## src/positioner_pkg.sv

```systemverilog
// Shared constants, types and register map of the positioner discrete-I/O block.
// Assumes a single 200 MHz clock and a classic Wishbone register bus of 32 bits.
package positioner_pkg;

  // Clock rate and input stability window.
  localparam int unsigned CLK_HZ        = 200_000_000;
  localparam int unsigned FILTER_MS     = 6;
  localparam int unsigned FILTER_CYC    = (FILTER_MS * (CLK_HZ / 1000));

  // Position numbering.
  localparam int unsigned POS_W         = 13;
  localparam int unsigned NUM_W         = 11;
  localparam logic [NUM_W-1:0] POS_MAX  = 11'h5dc;
  localparam logic [7:0]  PUSH_CUR_MUL  = 8'h64;

  // Bit positions inside the filtered input vector.
  localparam int unsigned IDX_START     = 0;
  localparam int unsigned IDX_HOME      = 1;
  localparam int unsigned IDX_SERVO     = 2;
  localparam int unsigned IDX_PUSH      = 3;
  localparam int unsigned IDX_PAUSE_N   = 4;
  localparam int unsigned IDX_CANCEL    = 5;
  localparam int unsigned IDX_INTERP    = 6;
  localparam int unsigned IDX_CLEAR     = 7;
  localparam int unsigned IDX_POS       = 8;
  localparam int unsigned NIN           = IDX_POS + POS_W;

  // Register byte offsets.
  localparam logic [7:0] REG_CTRL       = 8'h00;
  localparam logic [7:0] REG_STATUS     = 8'h04;
  localparam logic [7:0] REG_TARGET     = 8'h08;
  localparam logic [7:0] REG_ERRCODE    = 8'h0c;

  // Control register fields and reset value.
  localparam int unsigned CTRL_BCD_BIT  = 0;
  localparam logic        CTRL_BCD_RST  = 1'b0;

  // Error codes reported in the error-code register.
  localparam logic [11:0] ERR_NONE      = 12'h000;
  localparam logic [11:0] ERR_HOME_INC  = 12'hc6f;
  localparam logic [11:0] ERR_BAD_POS   = 12'h0a1;
  localparam logic [11:0] ERR_EXT_CANCEL_TRAVEL_IN  = 12'h0e1;
  localparam logic [11:0] ERR_EXT_COLD  = 12'h0e2;

  // Sequencer states.
  typedef enum logic [2:0] {
    ST_IDLE,
    ST_MOVING,
    ST_PAUSED,
    ST_HOMING,
    ST_HOME_HOLD,
    ST_STOPPING
  } seq_state_e;

  // Command handed to the motion engine.
  typedef struct packed {
    logic [NUM_W-1:0] target;
    logic [NUM_W-1:0] param_entry;
    logic             push;
    logic             interp;
    logic             home;
  } move_cmd_s;

endpackage

```

## src/positioner_io_handshake.sv

```systemverilog
// Discrete-I/O command and status sequencer of an actuator positioner.
// Assumes PLC inputs synchronous to clk_i and an external motion engine that
// runs the servo loop and reports busy, done, in-band and homing reversal.
// Operation
// - Start edge captures position number, begins move.
// - Start before homing raises home-incomplete error.
// - Binary weights two to n-1, max 1500.
// - Setting selects binary or BCD decoding.
// - Pause stops, keeps remaining distance, resumes.
// - Cancel stops and discards remaining distance.
// - Homing pause holds, after reversal restarts homing.
// - Home edge homes; repeatable after first completion.
// - Servo off ignores start and home silently.
// - Servo drop mid-move finishes move first.
// - Error clear edge; cold errors need power cycle.
// - Push uses entry n+1, current acc times 100.
// - Interpolation launches both axes, arrives together.
// - Positioning complete at ready when in band.
// - Complete drops on start, returns after start off.
// - Complete stays set when deviation leaves band.
// - Complete off while paused or servo off.
// - Home complete off at power-up, sticky.
// - Alarm low on cancellation-level or higher error.
// - Ready after initialization, off on cold error.
// - Servo status shows energized; PLC waits for it.
// - Inputs change only after 6 ms stable.
//
// The address map and register access over Wishbone were chosen for this implementation.
`timescale 1ns/1ps
`default_nettype none

module positioner_io_handshake
  import positioner_pkg::*;
#(
  parameter int unsigned FILTER_CYCLES = FILTER_CYC,
  parameter int unsigned ACC_W         = 8
) (
  input  wire logic              clk_i,
  input  wire logic              rst_i,
  input  wire logic              wb_cyc_i,
  input  wire logic              wb_stb_i,
  input  wire logic              wb_we_i,
  input  wire logic [7:0]        wb_adr_i,
  input  wire logic [3:0]        wb_sel_i,
  input  wire logic [31:0]       wb_dat_i,
  output logic      [31:0]       wb_dat_o,
  output logic                   wb_ack_o,
  input  wire logic              start_move_in_i,
  input  wire logic [POS_W-1:0]  position_bit_in_i,
  input  wire logic              pause_n_in_i,
  input  wire logic              cancel_travel_in_i,
  input  wire logic              home_in_i,
  input  wire logic              servo_enable_in_i,
  input  wire logic              error_clear_in_i,
  input  wire logic              push_mode_in_i,
  input  wire logic              interp_mode_in_i,
  output logic                   in_position_done_out_o,
  output logic                   homing_done_out_o,
  output logic                   healthy_n_alarm_out_o,
  output logic                   ready_out_o,
  output logic                   servo_energized_out_o,
  input  wire logic              init_ok_i,
  input  wire logic              fault_cancel_i,
  input  wire logic              fault_cold_i,
  input  wire logic              move_busy_i,
  input  wire logic              move_done_i,
  input  wire logic              in_band_i,
  input  wire logic              home_reversed_i,
  input  wire logic [ACC_W-1:0]  push_acc_i,
  output move_cmd_s              move_cmd_o,
  output logic                   move_start_o,
  output logic [1:0]             axis_start_o,
  output logic                   move_hold_o,
  output logic                   move_abort_o,
  output logic [ACC_W+6:0]       current_limit_o
);

  localparam int unsigned CW = $clog2(FILTER_CYCLES + 1);
  localparam logic [CW-1:0] FLT_LAST = CW'(FILTER_CYCLES - 1);

  // Decodes the position inputs; returns validity in the top bit.
  function automatic logic [NUM_W:0] decode_pos(input logic [POS_W-1:0] b, input logic bcd);
    logic [NUM_W-1:0] v;
    logic             ok;
    v  = '0;
    ok = 1'b1;
    if (bcd) begin
      ok = (b[3:0] < 4'ha) && (b[7:4] < 4'ha) && (b[11:8] < 4'ha);
      v  = NUM_W'(b[3:0]) + NUM_W'(b[7:4]) * NUM_W'(7'h0a) +
           NUM_W'(b[11:8]) * NUM_W'(7'h64) + (b[12] ? 11'h3e8 : 11'h000);
    end else begin
      ok = (b[12:NUM_W] == 2'h0);
      v  = b[NUM_W-1:0];
    end
    ok = ok && (v <= POS_MAX);
    return {ok, v};
  endfunction

  logic [NIN-1:0]  raw;
  logic [NIN-1:0]  filt_r;
  logic [CW-1:0]   flt_cnt_r [NIN];
  logic            start_q_r;
  logic            home_q_r;
  logic            clear_q_r;
  logic            start_ev;
  logic            home_ev;
  logic            clear_ev;
  logic            start_f;
  logic            pause_f;
  logic            cancel_f;
  logic            servo_f;
  logic [NUM_W:0]  pos_dec;
  seq_state_e      state_r;
  logic            restart_r;
  logic            homing_done_out_r;
  logic            in_position_done_out_r;
  logic            ready_r;
  logic            servo_energized_out_r;
  logic            err_cancel_travel_in_r;
  logic            err_cold_r;
  logic [11:0]     err_code_r;
  logic            bcd_r;
  logic            ack_r;
  logic [31:0]     rdata_nxt;
  logic            accept_start;
  logic            accept_home;
  logic            err_home_inc;
  logic            err_bad_pos;

  assign raw = {position_bit_in_i, error_clear_in_i, interp_mode_in_i, cancel_travel_in_i,
                pause_n_in_i, push_mode_in_i, servo_enable_in_i, home_in_i, start_move_in_i};

  // Each input takes a new level only after it has differed for the full window.
  always_ff @(posedge clk_i) begin
    for (int unsigned g = 0; g < NIN; g++) begin
      if (rst_i) begin
        flt_cnt_r[g] <= '0;
        filt_r[g]    <= (g == IDX_PAUSE_N);
      end else if (raw[g] == filt_r[g]) begin
        flt_cnt_r[g] <= '0;
      end else if (flt_cnt_r[g] == FLT_LAST) begin
        flt_cnt_r[g] <= '0;
        filt_r[g]    <= raw[g];
      end else begin
        flt_cnt_r[g] <= flt_cnt_r[g] + 1'b1;
      end
    end
  end

  assign start_f  = filt_r[IDX_START];
  assign pause_f  = filt_r[IDX_PAUSE_N];
  assign cancel_f = filt_r[IDX_CANCEL];
  assign servo_f  = filt_r[IDX_SERVO];
  assign pos_dec  = decode_pos(filt_r[IDX_POS +: POS_W], bcd_r);

  // Edge detectors act on filtered levels, one event per rising change.
  always_ff @(posedge clk_i) begin
    if (rst_i) begin
      start_q_r <= 1'b0;
      home_q_r  <= 1'b0;
      clear_q_r <= 1'b0;
    end else begin
      start_q_r <= start_f;
      home_q_r  <= filt_r[IDX_HOME];
      clear_q_r <= filt_r[IDX_CLEAR];
    end
  end
  assign start_ev = start_f && !start_q_r;
  assign home_ev  = filt_r[IDX_HOME] && !home_q_r;
  assign clear_ev = filt_r[IDX_CLEAR] && !clear_q_r;

  // Command acceptance; servo off drops commands without any error.
  assign accept_start = start_ev && servo_energized_out_r && (state_r == ST_IDLE) && !err_cancel_travel_in_r
                        && !err_cold_r && homing_done_out_r && pos_dec[NUM_W];
  assign err_home_inc = start_ev && servo_energized_out_r && (state_r == ST_IDLE) && !homing_done_out_r;
  assign err_bad_pos  = start_ev && servo_energized_out_r && (state_r == ST_IDLE) && homing_done_out_r && !pos_dec[NUM_W];
  assign accept_home  = home_ev && servo_energized_out_r && (state_r == ST_IDLE) && !err_cancel_travel_in_r
                        && !err_cold_r && !start_ev;

  // Sequencer for moves, homing, pause and cancel.
  always_ff @(posedge clk_i) begin
    if (rst_i) begin
      state_r      <= ST_IDLE;
      restart_r    <= 1'b0;
      move_start_o <= 1'b0;
      axis_start_o <= 2'h0;
      move_cmd_o   <= '0;
    end else begin
      move_start_o <= 1'b0;
      axis_start_o <= 2'h0;
      case (state_r)
        ST_IDLE: begin
          if (accept_start) begin
            move_cmd_o.target      <= pos_dec[NUM_W-1:0];
            move_cmd_o.param_entry <= pos_dec[NUM_W-1:0] + 1'b1;
            move_cmd_o.push        <= filt_r[IDX_PUSH];
            move_cmd_o.interp      <= filt_r[IDX_INTERP];
            move_cmd_o.home        <= 1'b0;
            move_start_o           <= 1'b1;
            axis_start_o           <= filt_r[IDX_INTERP] ? 2'h3 : 2'h1;
            state_r                <= ST_MOVING;
          end else if (accept_home) begin
            move_cmd_o.home <= 1'b1;
            move_cmd_o.push <= 1'b0;
            move_start_o    <= 1'b1;
            axis_start_o    <= 2'h3;
            state_r         <= ST_HOMING;
          end
        end
        ST_MOVING: begin
          if (cancel_f || err_cancel_travel_in_r || err_cold_r) begin
            state_r <= ST_STOPPING;
          end else if (!pause_f) begin
            state_r <= ST_PAUSED;
          end else if (move_done_i) begin
            state_r <= ST_IDLE;
          end
        end
        ST_PAUSED: begin
          if (cancel_f || err_cancel_travel_in_r || err_cold_r) begin
            state_r <= ST_STOPPING;
          end else if (pause_f) begin
            state_r <= ST_MOVING;
          end
        end
        ST_HOMING: begin
          if (cancel_f || err_cancel_travel_in_r || err_cold_r) begin
            state_r <= ST_STOPPING;
          end else if (!pause_f) begin
            restart_r <= home_reversed_i;
            state_r   <= ST_HOME_HOLD;
          end else if (move_done_i) begin
            state_r <= ST_IDLE;
          end
        end
        ST_HOME_HOLD: begin
          if (cancel_f || err_cancel_travel_in_r || err_cold_r) begin
            state_r <= ST_STOPPING;
          end else if (pause_f) begin
            move_start_o <= restart_r;
            axis_start_o <= restart_r ? 2'h3 : 2'h0;
            restart_r    <= 1'b0;
            state_r      <= ST_HOMING;
          end
        end
        ST_STOPPING: begin
          if (!move_busy_i) begin
            state_r <= ST_IDLE;
          end
        end
        default: begin
          state_r <= ST_IDLE;
        end
      endcase
    end
  end

  // Hold keeps the remaining travel; abort discards it or drops homing before restart.
  assign move_hold_o  = (state_r == ST_PAUSED) || ((state_r == ST_HOME_HOLD) && !restart_r);
  assign move_abort_o = (state_r == ST_STOPPING) || ((state_r == ST_HOME_HOLD) && restart_r);

  // Push current limit is the next entry's acceleration scaled by one hundred.
  always_ff @(posedge clk_i) begin
    if (rst_i) begin
      current_limit_o <= '0;
    end else if (accept_start) begin
      current_limit_o <= (ACC_W+7)'(push_acc_i) * (ACC_W+7)'(PUSH_CUR_MUL);
    end
  end

  // Home complete clears on a new home command and sets when homing finishes.
  always_ff @(posedge clk_i) begin
    if (rst_i) begin
      homing_done_out_r <= 1'b0;
    end else if (state_r == ST_HOMING && pause_f && !cancel_f && move_done_i) begin
      homing_done_out_r <= 1'b1;
    end else if (accept_home) begin
      homing_done_out_r <= 1'b0;
    end
  end

  // Positioning complete: set only when idle, start off, in band, ready, servo on and unpaused.
  always_ff @(posedge clk_i) begin
    if (rst_i) begin
      in_position_done_out_r <= 1'b0;
    end else if (start_ev || !pause_f || !servo_energized_out_r || state_r != ST_IDLE) begin
      in_position_done_out_r <= 1'b0;
    end else if (!start_f && in_band_i && ready_r) begin
      in_position_done_out_r <= 1'b1;
    end
  end

  // Ready latches after initialization; servo status follows the enable but drops mid-move only on a cold error.
  always_ff @(posedge clk_i) begin
    if (rst_i) begin
      ready_r <= 1'b0;
      servo_energized_out_r  <= 1'b0;
    end else begin
      if (init_ok_i) begin
        ready_r <= 1'b1;
      end
      if (err_cold_r || !ready_r) begin
        servo_energized_out_r <= 1'b0;
      end else if (servo_f) begin
        servo_energized_out_r <= 1'b1;
      end else if (state_r == ST_IDLE) begin
        servo_energized_out_r <= 1'b0;
      end
    end
  end

  // Error flags; a new error in the clear cycle wins, cold errors ignore clear.
  always_ff @(posedge clk_i) begin
    if (rst_i) begin
      err_cancel_travel_in_r <= 1'b0;
      err_cold_r <= 1'b0;
      err_code_r <= ERR_NONE;
    end else begin
      if (fault_cold_i) begin
        err_cold_r <= 1'b1;
        err_code_r <= ERR_EXT_COLD;
      end else if (err_home_inc) begin
        err_cancel_travel_in_r <= 1'b1;
        err_code_r <= ERR_HOME_INC;
      end else if (err_bad_pos) begin
        err_cancel_travel_in_r <= 1'b1;
        err_code_r <= ERR_BAD_POS;
      end else if (fault_cancel_i) begin
        err_cancel_travel_in_r <= 1'b1;
        err_code_r <= ERR_EXT_CANCEL_TRAVEL_IN;
      end else if (clear_ev && !err_cold_r) begin
        err_cancel_travel_in_r <= 1'b0;
        err_code_r <= ERR_NONE;
      end
    end
  end

  assign in_position_done_out_o = in_position_done_out_r;
  assign homing_done_out_o      = homing_done_out_r;
  assign healthy_n_alarm_out_o  = !(err_cancel_travel_in_r || err_cold_r);
  assign ready_out_o            = ready_r && !err_cold_r;
  assign servo_energized_out_o  = servo_energized_out_r;

  // Wishbone slave: one wait state, ack drops the cycle after it was given.
  always_ff @(posedge clk_i) begin
    if (rst_i) begin
      ack_r    <= 1'b0;
      wb_dat_o <= '0;
    end else begin
      ack_r    <= wb_cyc_i && wb_stb_i && !ack_r;
      wb_dat_o <= rdata_nxt;
    end
  end
  assign wb_ack_o = ack_r;

  // Control register write; takes effect on the acknowledging edge.
  always_ff @(posedge clk_i) begin
    if (rst_i) begin
      bcd_r <= CTRL_BCD_RST;
    end else if (wb_cyc_i && wb_stb_i && ack_r && wb_we_i && wb_sel_i[0]) begin
      if (wb_adr_i == REG_CTRL) begin
        bcd_r <= wb_dat_i[CTRL_BCD_BIT];
      end
    end
  end

  // Read decode; unmapped addresses read zero.
  always_comb begin
    rdata_nxt = '0;
    if (wb_adr_i == REG_CTRL) begin
      rdata_nxt[CTRL_BCD_BIT] = bcd_r;
    end else if (wb_adr_i == REG_STATUS) begin
      rdata_nxt[10:0] = {state_r, 1'b0, err_cold_r, err_cancel_travel_in_r, servo_energized_out_r, ready_out_o,
                         healthy_n_alarm_out_o, homing_done_out_r, in_position_done_out_r};
    end else if (wb_adr_i == REG_TARGET) begin
      rdata_nxt[NUM_W-1:0] = move_cmd_o.target;
    end else if (wb_adr_i == REG_ERRCODE) begin
      rdata_nxt[11:0] = err_code_r;
    end
  end

  // Checks on the sequencer and outputs.
  AST_START_CAPTURE: assert property (@(posedge clk_i) disable iff (rst_i)
    accept_start |=> (move_start_o && move_cmd_o.target == $past(pos_dec[NUM_W-1:0])))
    else $error("start edge did not capture target");
  AST_HOME_INC: assert property (@(posedge clk_i) disable iff (rst_i)
    (err_home_inc && !fault_cold_i) |=> (!healthy_n_alarm_out_o && !move_start_o
    && err_code_r == ERR_HOME_INC))
    else $error("home-incomplete error not raised");
  AST_SERVO_IGNORE: assert property (@(posedge clk_i) disable iff (rst_i)
    ((start_ev || home_ev) && !servo_energized_out_r) |=> (!move_start_o && $stable(err_code_r)
    || $past(fault_cold_i) || $past(fault_cancel_i)))
    else $error("command accepted with servo off");
  AST_PAUSE_HOLD: assert property (@(posedge clk_i) disable iff (rst_i)
    (state_r == ST_MOVING && !pause_f && !cancel_f && !err_cancel_travel_in_r && !err_cold_r)
    |=> move_hold_o ##1 (move_hold_o || !$past(move_hold_o) || state_r != ST_PAUSED))
    else $error("pause did not hold travel");
  AST_CANCEL: assert property (@(posedge clk_i) disable iff (rst_i)
    ((state_r == ST_MOVING || state_r == ST_PAUSED) && cancel_f) |=> move_abort_o)
    else $error("cancel did not abort travel");
  AST_SERVO_KEEP: assert property (@(posedge clk_i) disable iff (rst_i)
    (servo_energized_out_r && state_r == ST_MOVING && !err_cold_r) |=> servo_energized_out_o)
    else $error("servo dropped during a move");
  AST_IN_POSITION_DONE_OUT_START: assert property (@(posedge clk_i) disable iff (rst_i)
    start_f |=> !in_position_done_out_o)
    else $error("positioning complete while start held");
  AST_IN_POSITION_DONE_OUT_PAUSE: assert property (@(posedge clk_i) disable iff (rst_i)
    (!pause_f || !servo_energized_out_r) |=> !in_position_done_out_o)
    else $error("positioning complete while paused or servo off");
  AST_HOMING_DONE_OUT_STICKY: assert property (@(posedge clk_i) disable iff (rst_i)
    (homing_done_out_r && !home_ev) |=> homing_done_out_r)
    else $error("home complete dropped without home command");
  AST_COLD_STICKY: assert property (@(posedge clk_i) disable iff (rst_i)
    err_cold_r |=> (err_cold_r && !ready_out_o && !healthy_n_alarm_out_o))
    else $error("cold error cleared without reset");
  AST_FILTER: assert property (@(posedge clk_i) disable iff (rst_i)
    (start_f != $past(start_f)) |-> ($past(flt_cnt_r[IDX_START]) == FLT_LAST))
    else $error("start level changed before stable window");

endmodule

`default_nettype wire

```

## config.mk

```make
export PLATFORM = sky130hd
export DESIGN_NAME = positioner_io_handshake
export DESIGN_NICKNAME = d
export VERILOG_FILES = /design/src/positioner_pkg.sv /design/src/positioner_io_handshake.sv
export SDC_FILE = /design/constraint.sdc
export NUM_CORES = 1
export LEC_CHECK = 0
export BUFFER_PORTS_ARGS = -buffer_cell sky130_fd_sc_hd__buf_2
export CORE_ASPECT_RATIO = 0.9
export CORE_MARGIN = 8
export CORE_UTILIZATION = 43
export DETAILED_ROUTE_END_ITERATION = 12
export GPL_ROUTABILITY_DRIVEN = 0
export PLACE_DENSITY_LB_ADDON = 0.08
export RECOVER_POWER = 100
export SLEW_MARGIN = 20
export SYNTH_ARGS = -nofsm -noshare
export SYNTH_HDL_FRONTEND = slang
export SYNTH_SLANG_ARGS = --single-unit
```

## constraint.sdc

```tcl
create_clock -name clk_i -period 9.6 [get_ports clk_i]
set_input_delay 1.92 -clock clk_i [delete_from_list [all_inputs] [get_ports clk_i]]
set_output_delay 1.92 -clock clk_i [all_outputs]
set_load 0.005 [all_outputs]
```

-- Word level (Yosys, flattened, before mapping)
Memories as Yosys holds them, arrays and structs flattened.
Index checks and enable logic that the tools add are counted.
- bits in registers: 118
- bits in writable memories: 441
- input bits: 85
- output and inout bits: 83
- memories: 1
- add/subtract/negate cells: 25
- multiply operators: 3
- $lt $le $gt $ge: 4
- equality and inequality tests: 58
- mux-type cells: 349
- bitwise gates (word level): 86
- reductions and logical operators: 102
- memories (memory ; words ; bits a word ; rd ports ; clocked after memory_dff ; write ports ; RTL line ; RTL):
    flt_cnt_r ; 21 ; 21 ; 21 ; 0 ; 21 ; positioner_io_handshake.sv:101 ; logic [CW-1:0] flt_cnt_r [NIN];
- operators by type and width (cell ; count):
    $mux 21 ; 63
    $add 21x1->21 const B ; 21
    $eq 21x21->1 const B ; 21
    $mux 1 ; 254
    $or 1x1->1 ; 63
    $mux 12 ; 5
    $reduce_and 2->1 ; 25
    $mux 3 ; 12
    $logic_and 1x1->1 ; 34
    $mux 11 ; 3
    $not 1->1 ; 23
    $eq 1x1->1 ; 21
    $pmux 3 s6 ; 1
    $eq 8x4->1 const B ; 2
    $logic_not 1->1 ; 16
    $mul 8x5->13 const B ; 1
    $lt 4x4->1 const B ; 3
    $mux 2 ; 6
    $add 11x1->11 const B ; 1
    $add 11x10->11 ; 1
    $add 9x11->11 ; 1
    $le 11x11->1 const B ; 1
    $mux 10 ; 1
    $ne 2x2->1 const B ; 5
    other kinds (24) ; 43

-- Depth between registers and ports, before layout
- depth after elaboration: 12
- mapped depth: 18
- depth with buffers taken out: 16

-- Worst setup path before layout
No wires, ideal clock.
- kind: input-to-reg
- start: in push_acc_i[2]
- end: reg current_limit_o[14]
- library setup time: 79 ps
- arrival time: 4595 ps
- setup slack: 4925 ps
- cell stages on the path: 13
- cells stage by stage: ha_1 -> ha_1 -> inv_1 -> fa_1 -> inv_1 -> ha_1 -> a21o_1 -> a21oi_1 -> o21bai_1 -> a2111oi_0 -> nor2_1 -> xnor2_1 -> a211oi_2
- cells in the longest elaborated chain, start to end: 1
- RTL lines (element ; RTL line ; RTL):
    from (decl) ; positioner_io_handshake.sv:69 ; input wire logic [ACC_W-1:0] push_acc_i,
    $mul 8x5->13 ; positioner_io_handshake.sv:267 ; current_limit_o <= (ACC_W+7)'(push_acc_i) * (ACC_W+7)'(PUSH_CUR_MUL);
    to (signal assigned) ; positioner_io_handshake.sv:267 ;
    to (decl) ; positioner_io_handshake.sv:75 ; output logic [ACC_W+6:0] current_limit_o
Every way passes these cells.
A chain may end at the register's enable or synchronous reset.

-- Worst setup path after layout
- start: reg filt_r[15]
- end: reg current_limit_o[7]
- cells in the longest elaborated chain, start to end: 8
- elaborated cells between the ends (all ways): 12
- RTL lines (element ; RTL line ; RTL):
    from (decl) ; positioner_io_handshake.sv:100 ; logic [NIN-1:0] filt_r;
    from (signal, indexed assignment) ; positioner_io_handshake.sv:138 ; filt_r[g] <= (g == IDX_PAUSE_N);
    from (signal, indexed assignment) ; positioner_io_handshake.sv:143 ; filt_r[g] <= raw[g];
    $mul 4x3->7 ; positioner_io_handshake.sv:89 ; v = NUM_W'(b[3:0]) + NUM_W'(b[7:4]) * NUM_W'(7'h0a) +
    $add 4x8->9 ; positioner_io_handshake.sv:89 ;
    $add 9x11->11 ; positioner_io_handshake.sv:89 ;
    $add 11x10->11 ; positioner_io_handshake.sv:90 ; NUM_W'(b[11:8]) * NUM_W'(7'h64) + (b[12] ? 11'h3e8 : 11'h000);
    $mux 11 ; positioner_io_handshake.sv:87 ; if (bcd) begin
    $le 11x11->1 ; positioner_io_handshake.sv:95 ; ok = ok && (v <= POS_MAX);
    $logic_and 1x1->1 * ; positioner_io_handshake.sv:95 ;
    $logic_and 1x1->1 * ; positioner_io_handshake.sv:174 ; && !err_cold_r && homing_done_out_r && pos_dec[NUM_W];
Mark *: on every way between the ends. The rest lies on a longest branch, timed or not.

==> results.toml <==
[outcome]
status = "finished with violations"
violations = "max-capacitance violations, max-slew violations"

[clock_tree]
ctsRootBufferMaster = "clkbuf_16"
cts.repair.resized = 0
clockBufferDepth = 3
cts.sinks = 536
holdBufCountCts = 0
cts_setup_buffers = 0
cts_buffers = 60
clk_latency_ns = 0.63
cts_htree_levels = 2
clk_pin_slew_ns = 0.06
cts_tree = "yes"

[synth]
mappedNetlistArea_sq_um = 29070
synth.largest_area_cell = "edfxtp_1"
synth-warning-count = 0
yosys.cell_types.count = 73
synthTopCellsByArea = "edfxtp_1 46%, xor2_1 7.7%, nor2_1 7.6%"
netlist_instances = 2824
synth_common_cells = "592 x nor2_1, 441 x edfxtp_1, 254 x xor2_1, 191 x nand2_1, 180 x nand3_1"
ys_seq_elements = 536
avgSynthCellArea_sq_um = 10.30
synth_edf_count = 441
ys_seq_area_share_pct = 52.09
async_flop_share_pct = 0
yosysMostFrequentCell = "nor2_1"
synth.top_cell.area_share_pct = 45.55
synthFlopType = "edfxtp_1"

[detailed_routing]
met2_length_mm = 26.49
drc = 0
vias = 20700
via_per_inst = 4.824
wl_per_cell_microns = 13.86
ant_nets = 0
wl_mm = 59.46
drt_iter0_drc = 1118
highest_layer = "met5"
wl_met1_mm = 28.13
wl_met3_mm = 3.224
drt-pass1-iter-count = 5

[sta]
fin_ws_ns = 2.808
timing.hold.ws_ns = 0.4490
period_minus_slack_ns = 6.792
fin_crit_sh_pct = 70.75
fmax_mhz = 147.2
tightestPinTransition_ns = 2.596
drv_slew = 134
hold_violations = 0
relSlewSlack_pct = -73.04
fin_worst_skew_ns = 0.03094
grt_setup_unrepaired = "false"
fin_tns_setup_ns = 0
setup_violations = 0

[pwr]
power.internal_mw = 4.071
p_switching_mw = 1.230
p_clk_share_pct = 42.7
p_comb_share_pct = 5.8
powerDensity_nw_per_um2 = 156.7
p_leak_nw = 12.68
vdd_drop_max_uv = 115.5
swShare_pct = 23.20
seq_power_share_pct = 51.6

[critical_path]
cp_slowest_stage_delay_ns = 1.41
endpoint_kind = "flip-flop"
critPathBufInv = 3
arrival_ns = 7.19
cp_data_required_time_ns = 9.99
crit_top_cell = "ha_1"
crit_path_start_kind = "flip-flop"
crit_fanout = 34
critPathKind = "flip-flop to flip-flop"
cp_slowest_cell = "clkbuf_1"
crit_chain = "ha_1 -> ha_1 -> fa_1 -> inv_1 -> fa_1 -> inv_1 -> ha_1 -> ha_1 -> a211o_1 -> a21o_1 -> a211oi_1 -> o31ai_1 -> a2111oi_0 -> clkbuf_1 -> mux2i_1 -> nor2_1"
critPathTopFamily = "adder cells"

[place]
dp_hpwl_mm = 43.81
dp_slack_ns = 4.339
io_buffers = 111

[layout]
multi_input_area_sq_um = 14800
final.fill_count = 6260
ff_latch_area_sq_um = 15140
final_util_pct = 50.48
layout-drive-gt1-share_pct = 4.955
fin_nets = 3539
synthToLayoutAreaGrowth_pct = 16.34

[floorplanning]
core-area_sq_um = 67000
die_y_microns = 262.7
row_count = 90
initial_core_util_pct = 43.39
ios = 168
die_area_sq_um = 76200
die_w_microns = 290.1

[job]
drv_cap = 3

[min_path]
hp-class = "flip-flop to flip-flop"

[grt]
grt_max_degree = 52
grt_pass1_wl_mm = 98.90
antenna_found_initial = 8
grt_remaining_overflow = 0
first_global_vias = 20090
grt_usage_pct = 15.27
==> logic make-up after synthesis <==
family	Yosys count	synth area share (%)
other	2	0.02583
multiplexers	55	1.954
AO/OA/AOI/OAI	189	4.187
AND/OR/NAND/NOR	1350	22.17
adder cells (fa/ha/maj)	95	4.398
XOR/XNOR	408	12.34
flip-flops	536	52.09
buffers and inverters	189	2.836
==> worst register-to-register path: cells and delay by family (launching register included) <==
family | cells | cell delay [ns]
adder cells (fa/ha/maj) | 6 | 2.19
AO/OA/AOI/OAI | 5 | 1.97
buffers and inverters | 3 | 1.51
flip-flops | 1 | 0.53
multiplexers | 1 | 0.33
AND/OR/NAND/NOR | 1 | 0.06
==> path summary, 6_finish.rpt <==
path / start / endpoint / slack [ns] / depth (start not counted)
hold / removal: wb_ack_o / wb_ack_o / 0.45 / 1
setup reg to reg: filt_r[15] / current_limit_o[7] / 2.81 / 16
setup / recovery: filt_r[15] / current_limit_o[7] / 2.81 / 16
hold reg to reg: wb_ack_o / wb_ack_o / 0.45 / 1
==> metal layers <==
layer	vias to the layer above	track usage, %
met5	-	0
met4	8	4.598
met3	101	3.960
met2	310	24.43
met1	9708	20.28
li1	10570	-
==> placed cells by master (no fill, tap or decap), types with 10 or more instances in the layout <==
cell       instances
a21oi_1           61
nor3_1            37
nand2_1          191
a211oi_1          15
nor2b_1           11
clkbuf_1          67
clkinv_2          24
nand4b_1          11
clkbuf_16         63
fa_1              12
xnor2_1          153
and2_1            10
nor4b_1           19
and4_1            29
or3_1             59
o21ai_0           49
and3_1            79
edfxtp_1         441
nor2_1           592
mux2i_1           50
nand3b_1          11
nor4_1            17
nand4_1           72
nand3_1          180
dfxtp_1           95
conb_1           463
inv_1             86
xor2_1           254
buf_2             56
ha_1              83
==> registers in the layout, summed over array words and instances (netlist names), 2 cells and up <==
name	count
move_cmd_o	25
filt_r	21
current_limit_o	13
state_r	3
err_code_r	6
wb_dat_o	12
flt_cnt_r	441
axis_start_o	2
==> metrics by stage <==
step	area, sq um	std cells	power (mW)
2_1_floorplan	30800	3285	2.999
3_3_place_gp	31980	4171	3.072
3_5_place_dp	31980	4171	3.084
4_1_cts	33930	4285	5.384
5_1_grt	33810	4286	5.533
6_report	33820	4290	5.301
==> area by class of cell <==
cell class / instances / share of cell area (%)
Sequential cell: 536 / 44.77
Clock inverter: 40 / 0.9211
Inverter: 86 / 0.9544
Antenna cell: 5 / 0.03699
Tap cell: 874 / 3.233
Multi-Input combinational cell: 2560 / 43.74
Clock buffer: 74 / 4.842
Timing Repair Buffer: 115 / 1.494
==> power by group through the flow <==
stage                     combinational, mW  clock, mW  sequential, mW
after floorplan                       0.247          0            2.75
after global placement                0.297          0            2.78
after detailed placement              0.304          0            2.78
after CTS                             0.307       2.35            2.73
after global routing                  0.356       2.43            2.75
final                                 0.306       2.26            2.73
No activity file was read; power rests on OpenSTA's default activity.
